### src/timer_buffer_event_control_consts.svh
`ifndef TIMER_BUFFER_EVENT_CONTROL_CONSTS_SVH
`define TIMER_BUFFER_EVENT_CONTROL_CONSTS_SVH

// register indices; byte address is four times the index
`define IDX_CTRL_CLEAR 6'h04
`define IDX_CTRL_SET 6'h05
`define IDX_BV_CLEAR 6'h06
`define IDX_BV_SET 6'h07
`define IDX_EV_CTRL 6'h09
`define IDX_INT_EN 6'h0a
`define IDX_INT_FLAGS 6'h0b

// field positions
`define CTRL_DIR_BIT 0
`define CTRL_LOCK_BIT 1
`define CTRL_CMD_LSB 2
`define BV_PER_BIT 0
`define BV_CMP_LSB 1
`define EV_A_EN_BIT 0
`define EV_A_ACT_LSB 1
`define EV_B_EN_BIT 4
`define EV_B_ACT_LSB 5
`define INT_WRAP_BIT 0
`define INT_CMP_LSB 4

// masks and reset values
`define INT_MASK 8'h71
`define REG_RESET 8'h00
`define BV_RESET 4'h0
`define RESP_OKAY 2'h0
`define RESP_SLVERR 2'h2

`endif

### src/timer_buffer_event_control_pkg.sv
package timer_buffer_event_control_pkg;

	typedef enum logic [1:0] {
		CMD_NONE = 2'h0,
		CMD_UPDATE = 2'h1,
		CMD_RESTART = 2'h2,
		CMD_HARD_RESET = 2'h3
	} cmd_t;

	typedef enum logic [2:0] {
		count_rising_edge = 3'h0,
		count_either_edge = 3'h1,
		count_while_high = 3'h2,
		a_direction_count = 3'h3
	} act_a_t;

	typedef enum logic [2:0] {
		b_no_action = 3'h0,
		event_direction_count = 3'h3,
		restart_rising_edge = 3'h4,
		restart_either_edge = 3'h5,
		restart_while_high = 3'h6
	} act_b_t;

	// inputs from the counter core, all on aclk
	typedef struct packed {
		logic timer_enabled;
		logic update_cond;
		logic hw_dir_load;
		logic hw_dir;
		logic prescale_tick;
		logic [2:0] compare_match;
		logic wrap_event;
		logic [2:0] compare_buffer_write;
		logic period_buffer_write;
	} core_status_t;

	// commands to the counter core
	typedef struct packed {
		logic force_update;
		logic force_restart;
		logic force_hard_reset;
		logic buffer_transfer;
		logic count_step;
		logic lock_update;
		logic count_dir;
	} core_ctrl_t;

	typedef struct packed {
		logic aw_held;
		logic [7:0] aw_addr;
		logic w_held;
		logic [7:0] w_data;
		logic w_strb0;
		logic bvalid;
		logic [1:0] bresp;
		logic rvalid;
		logic [7:0] rdata;
		logic [1:0] rresp;
		logic lock;
		logic dir;
		logic [3:0] bv;
		logic [7:0] ev_ctrl;
		logic [7:0] int_en;
		logic [7:0] flags;
		logic eva_s1;
		logic eva_s2;
		logic eva_prev;
		logic evb_s1;
		logic evb_s2;
		logic evb_prev;
		logic force_update;
		logic force_restart;
		logic force_hard_reset;
		logic buffer_transfer;
		logic count_step;
	} state_t;

endpackage

### src/timer_buffer_event_control.sv
`timescale 1ns/10ps
`include "timer_buffer_event_control_consts.svh"
// Summary of operation
// command field always reads back as zero
// command 1 update, 2 restart, 3 hard reset
// hard reset ignored while timer is enabled
// lock clear: buffers transfer on each update
// lock set: no buffer transfer on update
// direction 0 counts up, 1 counts down
// hardware steers direction, software may write it
// clear alias: writing one clears valid flag
// set alias: writing one sets valid flag
// compare buffer write sets its valid flag
// period buffer write sets period valid flag
// update condition clears all valid flags
// action B 3: B level sets direction
// action B 4,5,6 restart on edge/level
// input B ignored unless its enable set
// action A 0,1,2 edge or gated counting
// action A 3: A level sets direction
// input A ignored unless its enable set
// enable bits 6..4 pass compare requests
// enable bit 0 passes wrap request
// compare flag set on match, W1C only
// wrap flag set on top/bottom, W1C only
// zero in alias leaves bit; aliases read flags
// request line is flag and enable
module timer_buffer_event_control (
	// clock and reset
	input wire logic aclk,
	input wire logic aresetn,
	// axi4-lite write address
	input wire logic [7:0] awaddr,
	input wire logic [2:0] awprot,
	input wire logic awvalid,
	output logic awready,
	// axi4-lite write data
	input wire logic [31:0] wdata,
	input wire logic [3:0] wstrb,
	input wire logic wvalid,
	output logic wready,
	// axi4-lite write response
	output logic [1:0] bresp,
	output logic bvalid,
	input wire logic bready,
	// axi4-lite read
	input wire logic [7:0] araddr,
	input wire logic [2:0] arprot,
	input wire logic arvalid,
	output logic arready,
	output logic [31:0] rdata,
	output logic [1:0] rresp,
	output logic rvalid,
	input wire logic rready,
	// event routing network
	input wire logic event_a,
	input wire logic event_b,
	// counter core
	input timer_buffer_event_control_pkg::core_status_t core,
	output timer_buffer_event_control_pkg::core_ctrl_t ctrl,
	// interrupt requests
	output logic compare0_irq,
	output logic compare1_irq,
	output logic compare2_irq,
	output logic wrap_irq
);

	timer_buffer_event_control_pkg::state_t st_r;
	timer_buffer_event_control_pkg::state_t st_nxt;

	logic wr_go;
	logic wr_en;
	logic [5:0] wr_idx;
	logic [5:0] rd_idx;
	logic is_ctrl;
	logic do_hard;
	logic do_update;
	logic a_en;
	logic b_en;
	logic rise_a;
	logic any_a;
	logic rise_b;
	logic any_b;
	timer_buffer_event_control_pkg::cmd_t cmd;
	timer_buffer_event_control_pkg::act_a_t act_a;
	timer_buffer_event_control_pkg::act_b_t act_b;

	function automatic logic [5:0] idx_of(input logic [7:0] a);
		return a[7:2];
	endfunction

	function automatic logic mapped(input logic [5:0] i);
		return (i == `IDX_CTRL_CLEAR) || (i == `IDX_CTRL_SET) ||
			(i == `IDX_BV_CLEAR) || (i == `IDX_BV_SET) ||
			(i == `IDX_EV_CTRL) || (i == `IDX_INT_EN) ||
			(i == `IDX_INT_FLAGS);
	endfunction

	function automatic logic edge_hit(input logic any, input logic cur, input logic prev);
		return any ? (cur ^ prev) : (cur & ~prev);
	endfunction

	// one slot per channel: a new read waits until the response is gone; a new write is accepted but held until bvalid drops
	assign awready = !st_r.aw_held;
	assign wready = !st_r.w_held;
	assign arready = !st_r.rvalid;
	assign bvalid = st_r.bvalid;
	assign bresp = st_r.bresp;
	assign rvalid = st_r.rvalid;
	assign rresp = st_r.rresp;
	assign rdata = {24'h000000, st_r.rdata};

	assign ctrl.force_update = st_r.force_update;
	assign ctrl.force_restart = st_r.force_restart;
	assign ctrl.force_hard_reset = st_r.force_hard_reset;
	assign ctrl.buffer_transfer = st_r.buffer_transfer;
	assign ctrl.count_step = st_r.count_step;
	assign ctrl.lock_update = st_r.lock;
	assign ctrl.count_dir = st_r.dir;

	assign compare0_irq = st_r.flags[`INT_CMP_LSB] & st_r.int_en[`INT_CMP_LSB];
	assign compare1_irq = st_r.flags[`INT_CMP_LSB + 1] & st_r.int_en[`INT_CMP_LSB + 1];
	assign compare2_irq = st_r.flags[`INT_CMP_LSB + 2] & st_r.int_en[`INT_CMP_LSB + 2];
	assign wrap_irq = st_r.flags[`INT_WRAP_BIT] & st_r.int_en[`INT_WRAP_BIT];

	always_comb begin
		st_nxt = st_r;
		wr_go = st_r.aw_held && st_r.w_held && !st_r.bvalid;
		wr_idx = idx_of(st_r.aw_addr);
		rd_idx = idx_of(araddr);
		wr_en = wr_go && st_r.w_strb0 && mapped(wr_idx);
		cmd = timer_buffer_event_control_pkg::cmd_t'(st_r.w_data[`CTRL_CMD_LSB +: 2]);
		act_a = timer_buffer_event_control_pkg::act_a_t'(st_r.ev_ctrl[`EV_A_ACT_LSB +: 3]);
		act_b = timer_buffer_event_control_pkg::act_b_t'(st_r.ev_ctrl[`EV_B_ACT_LSB +: 3]);
		a_en = st_r.ev_ctrl[`EV_A_EN_BIT];
		b_en = st_r.ev_ctrl[`EV_B_EN_BIT];
		rise_a = edge_hit(1'b0, st_r.eva_s2, st_r.eva_prev);
		any_a = edge_hit(1'b1, st_r.eva_s2, st_r.eva_prev);
		rise_b = edge_hit(1'b0, st_r.evb_s2, st_r.evb_prev);
		any_b = edge_hit(1'b1, st_r.evb_s2, st_r.evb_prev);
		is_ctrl = wr_en && ((wr_idx == `IDX_CTRL_CLEAR) || (wr_idx == `IDX_CTRL_SET));
		do_hard = is_ctrl && (cmd == timer_buffer_event_control_pkg::CMD_HARD_RESET) &&
			!core.timer_enabled;
		do_update = core.update_cond ||
			(is_ctrl && (cmd == timer_buffer_event_control_pkg::CMD_UPDATE));

		// event inputs: two flops before any logic looks at them
		st_nxt.eva_s1 = event_a;
		st_nxt.eva_s2 = st_r.eva_s1;
		st_nxt.eva_prev = st_r.eva_s2;
		st_nxt.evb_s1 = event_b;
		st_nxt.evb_s2 = st_r.evb_s1;
		st_nxt.evb_prev = st_r.evb_s2;

		// write channel capture
		if (awvalid && !st_r.aw_held) begin
			st_nxt.aw_held = 1'b1;
			st_nxt.aw_addr = awaddr;
		end
		if (wvalid && !st_r.w_held) begin
			st_nxt.w_held = 1'b1;
			st_nxt.w_data = wdata[7:0];
			st_nxt.w_strb0 = wstrb[0];
		end
		if (st_r.bvalid && bready) begin
			st_nxt.bvalid = 1'b0;
		end
		if (wr_go) begin
			st_nxt.aw_held = 1'b0;
			st_nxt.w_held = 1'b0;
			st_nxt.bvalid = 1'b1;
			st_nxt.bresp = mapped(wr_idx) ? `RESP_OKAY : `RESP_SLVERR;
		end

		// read channel; only the low byte carries data
		if (st_r.rvalid && rready) begin
			st_nxt.rvalid = 1'b0;
		end
		if (arvalid && !st_r.rvalid) begin
			st_nxt.rvalid = 1'b1;
			st_nxt.rresp = mapped(rd_idx) ? `RESP_OKAY : `RESP_SLVERR;
			unique case (rd_idx)
				`IDX_CTRL_CLEAR, `IDX_CTRL_SET: begin
					st_nxt.rdata = {6'h00, st_r.lock, st_r.dir};
				end
				`IDX_BV_CLEAR, `IDX_BV_SET: begin
					st_nxt.rdata = {4'h0, st_r.bv};
				end
				`IDX_EV_CTRL: begin
					st_nxt.rdata = st_r.ev_ctrl;
				end
				`IDX_INT_EN: begin
					st_nxt.rdata = st_r.int_en;
				end
				`IDX_INT_FLAGS: begin
					st_nxt.rdata = st_r.flags;
				end
				default: begin
					st_nxt.rdata = `REG_RESET;
				end
			endcase
		end

		// direction from hardware first, software writes override it
		if (core.hw_dir_load) begin
			st_nxt.dir = core.hw_dir;
		end
		if (a_en && (act_a == timer_buffer_event_control_pkg::a_direction_count)) begin
			st_nxt.dir = st_r.eva_s2;
		end
		if (b_en && (act_b == timer_buffer_event_control_pkg::event_direction_count)) begin
			st_nxt.dir = st_r.evb_s2;
		end

		// buffer valid flags: sw clear, then update clear, then sets win
		if (wr_en && (wr_idx == `IDX_BV_CLEAR)) begin
			st_nxt.bv = st_r.bv & ~st_r.w_data[3:0];
		end
		if (do_update) begin
			st_nxt.bv = `BV_RESET;
		end
		if (wr_en && (wr_idx == `IDX_BV_SET)) begin
			st_nxt.bv = st_nxt.bv | st_r.w_data[3:0];
		end

		// software writes to control, event and interrupt registers
		if (wr_en && (wr_idx == `IDX_CTRL_CLEAR)) begin
			if (st_r.w_data[`CTRL_LOCK_BIT]) begin
				st_nxt.lock = 1'b0;
			end
			if (st_r.w_data[`CTRL_DIR_BIT]) begin
				st_nxt.dir = 1'b0;
			end
		end
		if (wr_en && (wr_idx == `IDX_CTRL_SET)) begin
			if (st_r.w_data[`CTRL_LOCK_BIT]) begin
				st_nxt.lock = 1'b1;
			end
			if (st_r.w_data[`CTRL_DIR_BIT]) begin
				st_nxt.dir = 1'b1;
			end
		end
		if (wr_en && (wr_idx == `IDX_EV_CTRL)) begin
			st_nxt.ev_ctrl = st_r.w_data;
		end
		if (wr_en && (wr_idx == `IDX_INT_EN)) begin
			st_nxt.int_en = st_r.w_data & `INT_MASK;
		end
		if (wr_en && (wr_idx == `IDX_INT_FLAGS)) begin
			st_nxt.flags = st_r.flags & ~(st_r.w_data & `INT_MASK);
		end

		// hard reset returns the control state to its reset values
		if (do_hard) begin
			st_nxt.lock = 1'b0;
			st_nxt.dir = 1'b0;
			st_nxt.bv = `BV_RESET;
			st_nxt.ev_ctrl = `REG_RESET;
			st_nxt.int_en = `REG_RESET;
			st_nxt.flags = `REG_RESET;
		end

		// hardware sets win over any clear in the same cycle
		st_nxt.bv[`BV_CMP_LSB +: 3] = st_nxt.bv[`BV_CMP_LSB +: 3] |
			core.compare_buffer_write;
		st_nxt.bv[`BV_PER_BIT] = st_nxt.bv[`BV_PER_BIT] | core.period_buffer_write;
		st_nxt.flags[`INT_CMP_LSB +: 3] = st_nxt.flags[`INT_CMP_LSB +: 3] |
			core.compare_match;
		st_nxt.flags[`INT_WRAP_BIT] = st_nxt.flags[`INT_WRAP_BIT] | core.wrap_event;

		// per-cycle commands to the counter core; software commands last one cycle
		st_nxt.force_update = is_ctrl && (cmd == timer_buffer_event_control_pkg::CMD_UPDATE);
		st_nxt.force_hard_reset = do_hard;
		st_nxt.buffer_transfer = do_update && !st_r.lock;
		st_nxt.force_restart = is_ctrl &&
			(cmd == timer_buffer_event_control_pkg::CMD_RESTART);
		if (b_en) begin
			unique case (act_b)
				timer_buffer_event_control_pkg::restart_rising_edge: begin
					st_nxt.force_restart = st_nxt.force_restart | rise_b;
				end
				timer_buffer_event_control_pkg::restart_either_edge: begin
					st_nxt.force_restart = st_nxt.force_restart | any_b;
				end
				timer_buffer_event_control_pkg::restart_while_high: begin
					st_nxt.force_restart = st_nxt.force_restart | st_r.evb_s2;
				end
				default: begin
				end
			endcase
		end

		// with input A off the counter runs on the prescaled tick
		st_nxt.count_step = core.prescale_tick;
		if (a_en) begin
			unique case (act_a)
				timer_buffer_event_control_pkg::count_rising_edge: begin
					st_nxt.count_step = rise_a;
				end
				timer_buffer_event_control_pkg::count_either_edge: begin
					st_nxt.count_step = any_a;
				end
				timer_buffer_event_control_pkg::count_while_high: begin
					st_nxt.count_step = core.prescale_tick & st_r.eva_s2;
				end
				timer_buffer_event_control_pkg::a_direction_count: begin
					st_nxt.count_step = core.prescale_tick;
				end
				default: begin
					st_nxt.count_step = 1'b0;
				end
			endcase
		end
	end

	always_ff @(posedge aclk) begin
		if (!aresetn) begin
			st_r <= '0;
		end else begin
			st_r <= st_nxt;
		end
	end
endmodule

### config.mk
export PLATFORM = sky130hd
export DESIGN_NAME = timer_buffer_event_control
export DESIGN_NICKNAME = d
export VERILOG_FILES = /design/src/timer_buffer_event_control_pkg.sv /design/src/timer_buffer_event_control.sv
export VERILOG_INCLUDE_DIRS = /design/src
export SDC_FILE = /design/constraint.sdc
export NUM_CORES = 1
export LEC_CHECK = 0
export BUFFER_PORTS_ARGS = -buffer_cell sky130_fd_sc_hd__buf_2
export CAP_MARGIN = 5
export CORE_ASPECT_RATIO = 1.75
export CORE_MARGIN = 5
export CORE_UTILIZATION = 40
export CTS_CLUSTER_SIZE = 10
export DETAILED_ROUTE_END_ITERATION = 10
export PLACE_DENSITY = 0.69
export RECOVER_POWER = 100
export SLEW_MARGIN = 20
export SYNTH_ARGS = -nofsm -noshare
export SYNTH_HDL_FRONTEND = slang
export SYNTH_SLANG_ARGS = --single-unit
### constraint.sdc
create_clock -name aclk -period 2.2 [get_ports aclk]
set_clock_uncertainty 0.2 [all_clocks]
set_input_delay 0.44 -clock aclk [delete_from_list [all_inputs] [get_ports aclk]]
set_output_delay 0.44 -clock aclk [all_outputs]
set_load 0.03 [all_outputs]
==> Word level (Yosys, flattened, before mapping) <==
Index checks and enable logic that the tools add are counted.
{ "word_totals": {"out_inout_bits": 52, "regBits": 70, "word_cells": 153} }
{ "classes": {"n_mux": 27, "n_bitwise": 24, "n_reduce_logical": 50, "eq_ne": 24} }
{ "ops": {"columns": ["operator", "n"], "rows": [
  ["equality test 6 x 3 -> 1 bit, second input constant", 8],
  ["case mux 8 bit (5 select lines)", 1],
  ["equality test 6 x 4 -> 1 bit, second input constant", 6],
  ["2-to-1 mux 28 bit", 1],
  ["logical AND 1 bit", 24],
  ["2-to-1 mux 8 bit", 2],
  ["logical OR 1 bit", 13],
  ["2-to-1 mux 4 bit", 3],
  ["2-to-1 mux 1 bit", 11],
  ["2-to-1 mux 11 bit", 1],
  ["equality test 3 x 2 -> 1 bit, second input constant", 3],
  ["equality test 3 bit, second input constant", 3],
  ["AND 8 bit", 1],
  ["2-to-1 mux 2 bit", 4],
  ["inverter 7 -> 8 bit", 1],
  ["OR reduction 2 bit", 4],
  ["AND 1 bit", 7],
  ["2-to-1 mux 7 bit", 1],
  ["zero test 1 bit", 6],
  ["OR 3 bit", 2],
  ["OR 1 bit", 5],
  ["AND 4 bit", 1],
  ["equality test 2 bit, second input constant", 2],
  ["inverter 4 bit", 1],
  ["10 further kinds", 14]
]} }

==> Logic depth before layout (Yosys ltp) <==
{ "logic_depth": {"depth_word": 16, "mapped_depth": 6, "ltp_nobuf": 6} }

==> Worst setup path after synthesis <==
No wires, ideal clock.
{ "synth_path": {"kind": "input-to-reg", "startpoint": "input port araddr[4]", "endpoint": "register st_r (netlist bit rdata[4])", "cell_stages": 5, "arrival_time_ns": 1.711, "setup_ns": 0.059, "required_ns": 1.941, "path_slack_ns": 0.229, "path_cell_list": "or4b_1 clkbuf_1 or3_1 o21ai_0 and2_1"} }
{ "synth_between": {"elab_chain_cells": 3} }
{ "synth_rtl": {"columns": ["item", "line_no", "source"], "rows": [
  ["from (decl)", "timer_buffer_event_control.sv:47", "input wire logic [7:0] araddr,"],
  ["equality test 6 x 3 -> 1 bit", "timer_buffer_event_control.sv:182", "unique case (rd_idx)"],
  ["OR reduction 2 bit", "timer_buffer_event_control.sv:182", null],
  ["case mux 8 bit (5 select lines) *", "timer_buffer_event_control.sv:182", null],
  ["to (signal assigned)", "timer_buffer_event_control.sv:320", "st_r <= st_nxt;"],
  ["to (decl)", "timer_buffer_event_control.sv:68", "timer_buffer_event_control_pkg::state_t st_r;"]
]} }
Every way passes the cells marked *; elsewhere a longest branch is shown, timed or not.
A chain may end at the register's enable or synchronous reset.

==> results.sh <==
export IMPL_grt_antenna_before_repair=0
export IMPL_slowest_stage="or4b_4"
export IMPL_vias_per_cell=5.02
export IMPL_area_growth_pct=16.5
export IMPL_cpLargestDelayFamily="simple AND/OR/NAND/NOR gates"
export IMPL_fp_row_count=42
export IMPL_final_core_util=0.473
export IMPL_fin_crit_sh=0.936
export IMPL_leakagePower_nw=1.45
export IMPL_synth_simple_gate_area_share=0.217
export IMPL_coreArea_sq_um=7460
export IMPL_post_cts_setup_buffers=0
export IMPL_syn_inst=349
export IMPL_die_x_microns=75.8
export IMPL_drive_gt1_frac=0.191
export IMPL_dp_hpwl_microns=5640
export IMPL_synth_top_flop_cell="dfxtp_1"
export IMPL_crit_chain="or4b_4, or3_1, o21ai_2, buf_12, a21oi_1"
export IMPL_grt_pass1_wl_microns=11300
export IMPL_syn_area_sq_um=3030
export IMPL_irDropWorstVdd_mv=0.544
export IMPL_ant_nets=0
export IMPL_port_buffers=68
export IMPL_report_final_slew_viol_count=0
export IMPL_detail_route_wl_per_cell_microns=14.2
export IMPL_synthArstFlopShare=0
export IMPL_grt_max_degree=26
export IMPL_period_minus_slack_ps=2060
export IMPL_ys_types=45
export IMPL_outcome="complete, no violations"
export IMPL_ys_ff_latch=62
export IMPL_grt_setup_unrepaired="false"
export IMPL_hp_class="input port to flop"
export IMPL_synth_top_family_by_area="simple AND/OR/NAND/NOR gates"
export IMPL_crit_type="flop to flop"
export IMPL_drt_iter0_drc=107
export IMPL_cts_tree="yes"
export IMPL_die_h_microns=125
export IMPL_yosysSeqAreaShare=0.409
export IMPL_final_nets=490
export IMPL_clk_latency_ps=320
export IMPL_ys_warn_count=0
export IMPL_required_ps=2210
export IMPL_grt_pass1_vias=2488
export IMPL_relSlewSlack=0.566
export IMPL_slowest_delay_ps=570
export IMPL_fill_cells=793
export IMPL_critPathLaunchType="flop"
export IMPL_crit_fanout=13
export IMPL_cts_clk_slew_worst_paths_ps=50
export IMPL_avgSynthCellArea_sq_um=8.69
export IMPL_synth_edff_count=0
export IMPL_timing_fmax_ghz=0.486
export IMPL_grtUsageTotal=0.156
export IMPL_die_area_sq_um=9490
export IMPL_multi_input_area_sq_um=1430
export IMPL_synth_fa_ha_area_frac=0.00413
export IMPL_p_per_area_nw_per_um2=801
export IMPL_vias=2521
export IMPL_final_seq_area_sq_um=1240
export IMPL_gp_congestion=0.816
export IMPL_muxShareOfSynthArea=0.0912
export IMPL_cap_violations=0
export IMPL_n_antenna_cell=0
export IMPL_overflow=0
export IMPL_drt_pre_antenna_iters=4
export IMPL_worstPathArrival_ps=2070
export IMPL_hold_violations=0
export IMPL_numCtsBuffers=9
export IMPL_ios=132
export IMPL_finalSetupViolations=0
export IMPL_drc=0
export IMPL_clock_sinks=62
export IMPL_synth_compound_area_frac=0.127
export IMPL_cts_root_buf="clkbuf_16"
export IMPL_h_tree_depth=3
export IMPL_timing_worst_slew_pin_value_ps=651
export IMPL_crit_buf_inv=1
export IMPL_initial_core_util=0.406
export IMPL_routed_wl_microns=7150
export IMPL_power_total_mw=2.83
export IMPL_synth_xor_area_share=0.00289
export IMPL_max_clock_path_buffers=2
export IMPL_crit_path_end_kind="flop"
[cells by family (layout without fill, tap and decap cells)]
group,Yosys count,after routing
simple gates,124,124
xor+xnor,1,1
buf+inv,72,112
fa+ha+maj,1,1
other cells,1,26
compound gates,61,61
flops,62,62
mux,27,27
[Yosys cell counts, types with 4 or more instances]
cell,number,area (sq um)
o21ai_0,16,80.1
buf_4,43,323
mux2_2,5,56.3
a32o_1,4,40.0
mux2i_1,22,220
clkbuf_1,12,45.0
nand3_1,5,25.0
a22oi_1,7,52.6
nand3b_1,5,37.5
and2_1,13,81.3
o22ai_1,5,31.3
nor2_1,28,105
nand2_1,41,154
a21oi_1,20,100
nor4_1,4,25.0
inv_1,12,45.0
dfxtp_1,62,1240
nor2b_1,5,31.3
nand2b_1,7,43.8
[state kept, by name, summed over array words and instances (netlist names), named ones only]
signal  cells
b_en        1
rvalid      1
act_b       3
rdata       8
st_nxt      4
rresp       1
bvalid      1
ctrl        6
act_a       3
bresp       1
a_en        1
st_r       29
cmd         2
[layout by cell type, fill, tap and decap left out, drive strengths merged, types with 12 or more instances in the layout]
master / netlist / final
conb: 1 / 26
dfxtp: 62 / 62
mux2i: 22 / 22
buf: 47 / 49
clkbuf: 12 / 46
nor2: 28 / 28
nand2: 41 / 41
a21oi: 20 / 20
o21ai: 17 / 17
inv: 12 / 12
and2: 13 / 13
[power breakdown]
| part | internal (mW) | total, mW | switching, mW | leakage, nW |
|---|---|---|---|---|
| sequential | 1.17 | 1.21 | 0.0405 | 0.508 |
| clock | 0.844 | 1.31 | 0.461 | 0.148 |
| combinational | 0.109 | 0.313 | 0.204 | 0.790 |
[final timing paths]
path	depth (start not counted)	slack, ps	from	end
worst max-delay path	5	140	st_r[72]	flop
worst min-delay path	2	130	core[12]	ctrl[4]
worst max register to register	5	140	st_r[72]	flop
worst min register to register	1	240	st_nxt[9]	st_nxt[8]
[stage by stage]
step           TNS, ps  instances  hold WS, ps  worst slack [ps]  cell area (sq um)
2_1_floorplan        0        374          212               229               3130
3_3_place_gp         0        486          220              39.5               3300
3_5_place_dp     -28.3        486          218             -28.3               3300
4_1_cts              0        502          123               128               3590
5_1_grt              0        502          122              33.4               3530
6_report             0        502          128               140               3530
[metal layers]
layer  vias up  global-route usage  wire, microns
met1      1159               0.156           2500
met2        92               0.274           3840
met5         -                   0              0
met3        21              0.0442            504
met4         0              0.0896            305
li1       1249                   -              -
[what timing repair did]
item | 4_1_cts | 5_1_grt
endpoints found under the setup margin | 0 | 1
hold buffers | 0 | 0
gates resized for setup | 0 | 1
[cell type report]
class / count / area share
clock inverters: 4 / 0.00567
repair buffers: 83 / 0.117
inverters: 13 / 0.0138
multi-input cells: 240 / 0.405
flip-flops and latches: 62 / 0.351
clock buffers: 12 / 0.0755
well taps: 88 / 0.0312
No activity file was read; power rests on OpenSTA's default activity.
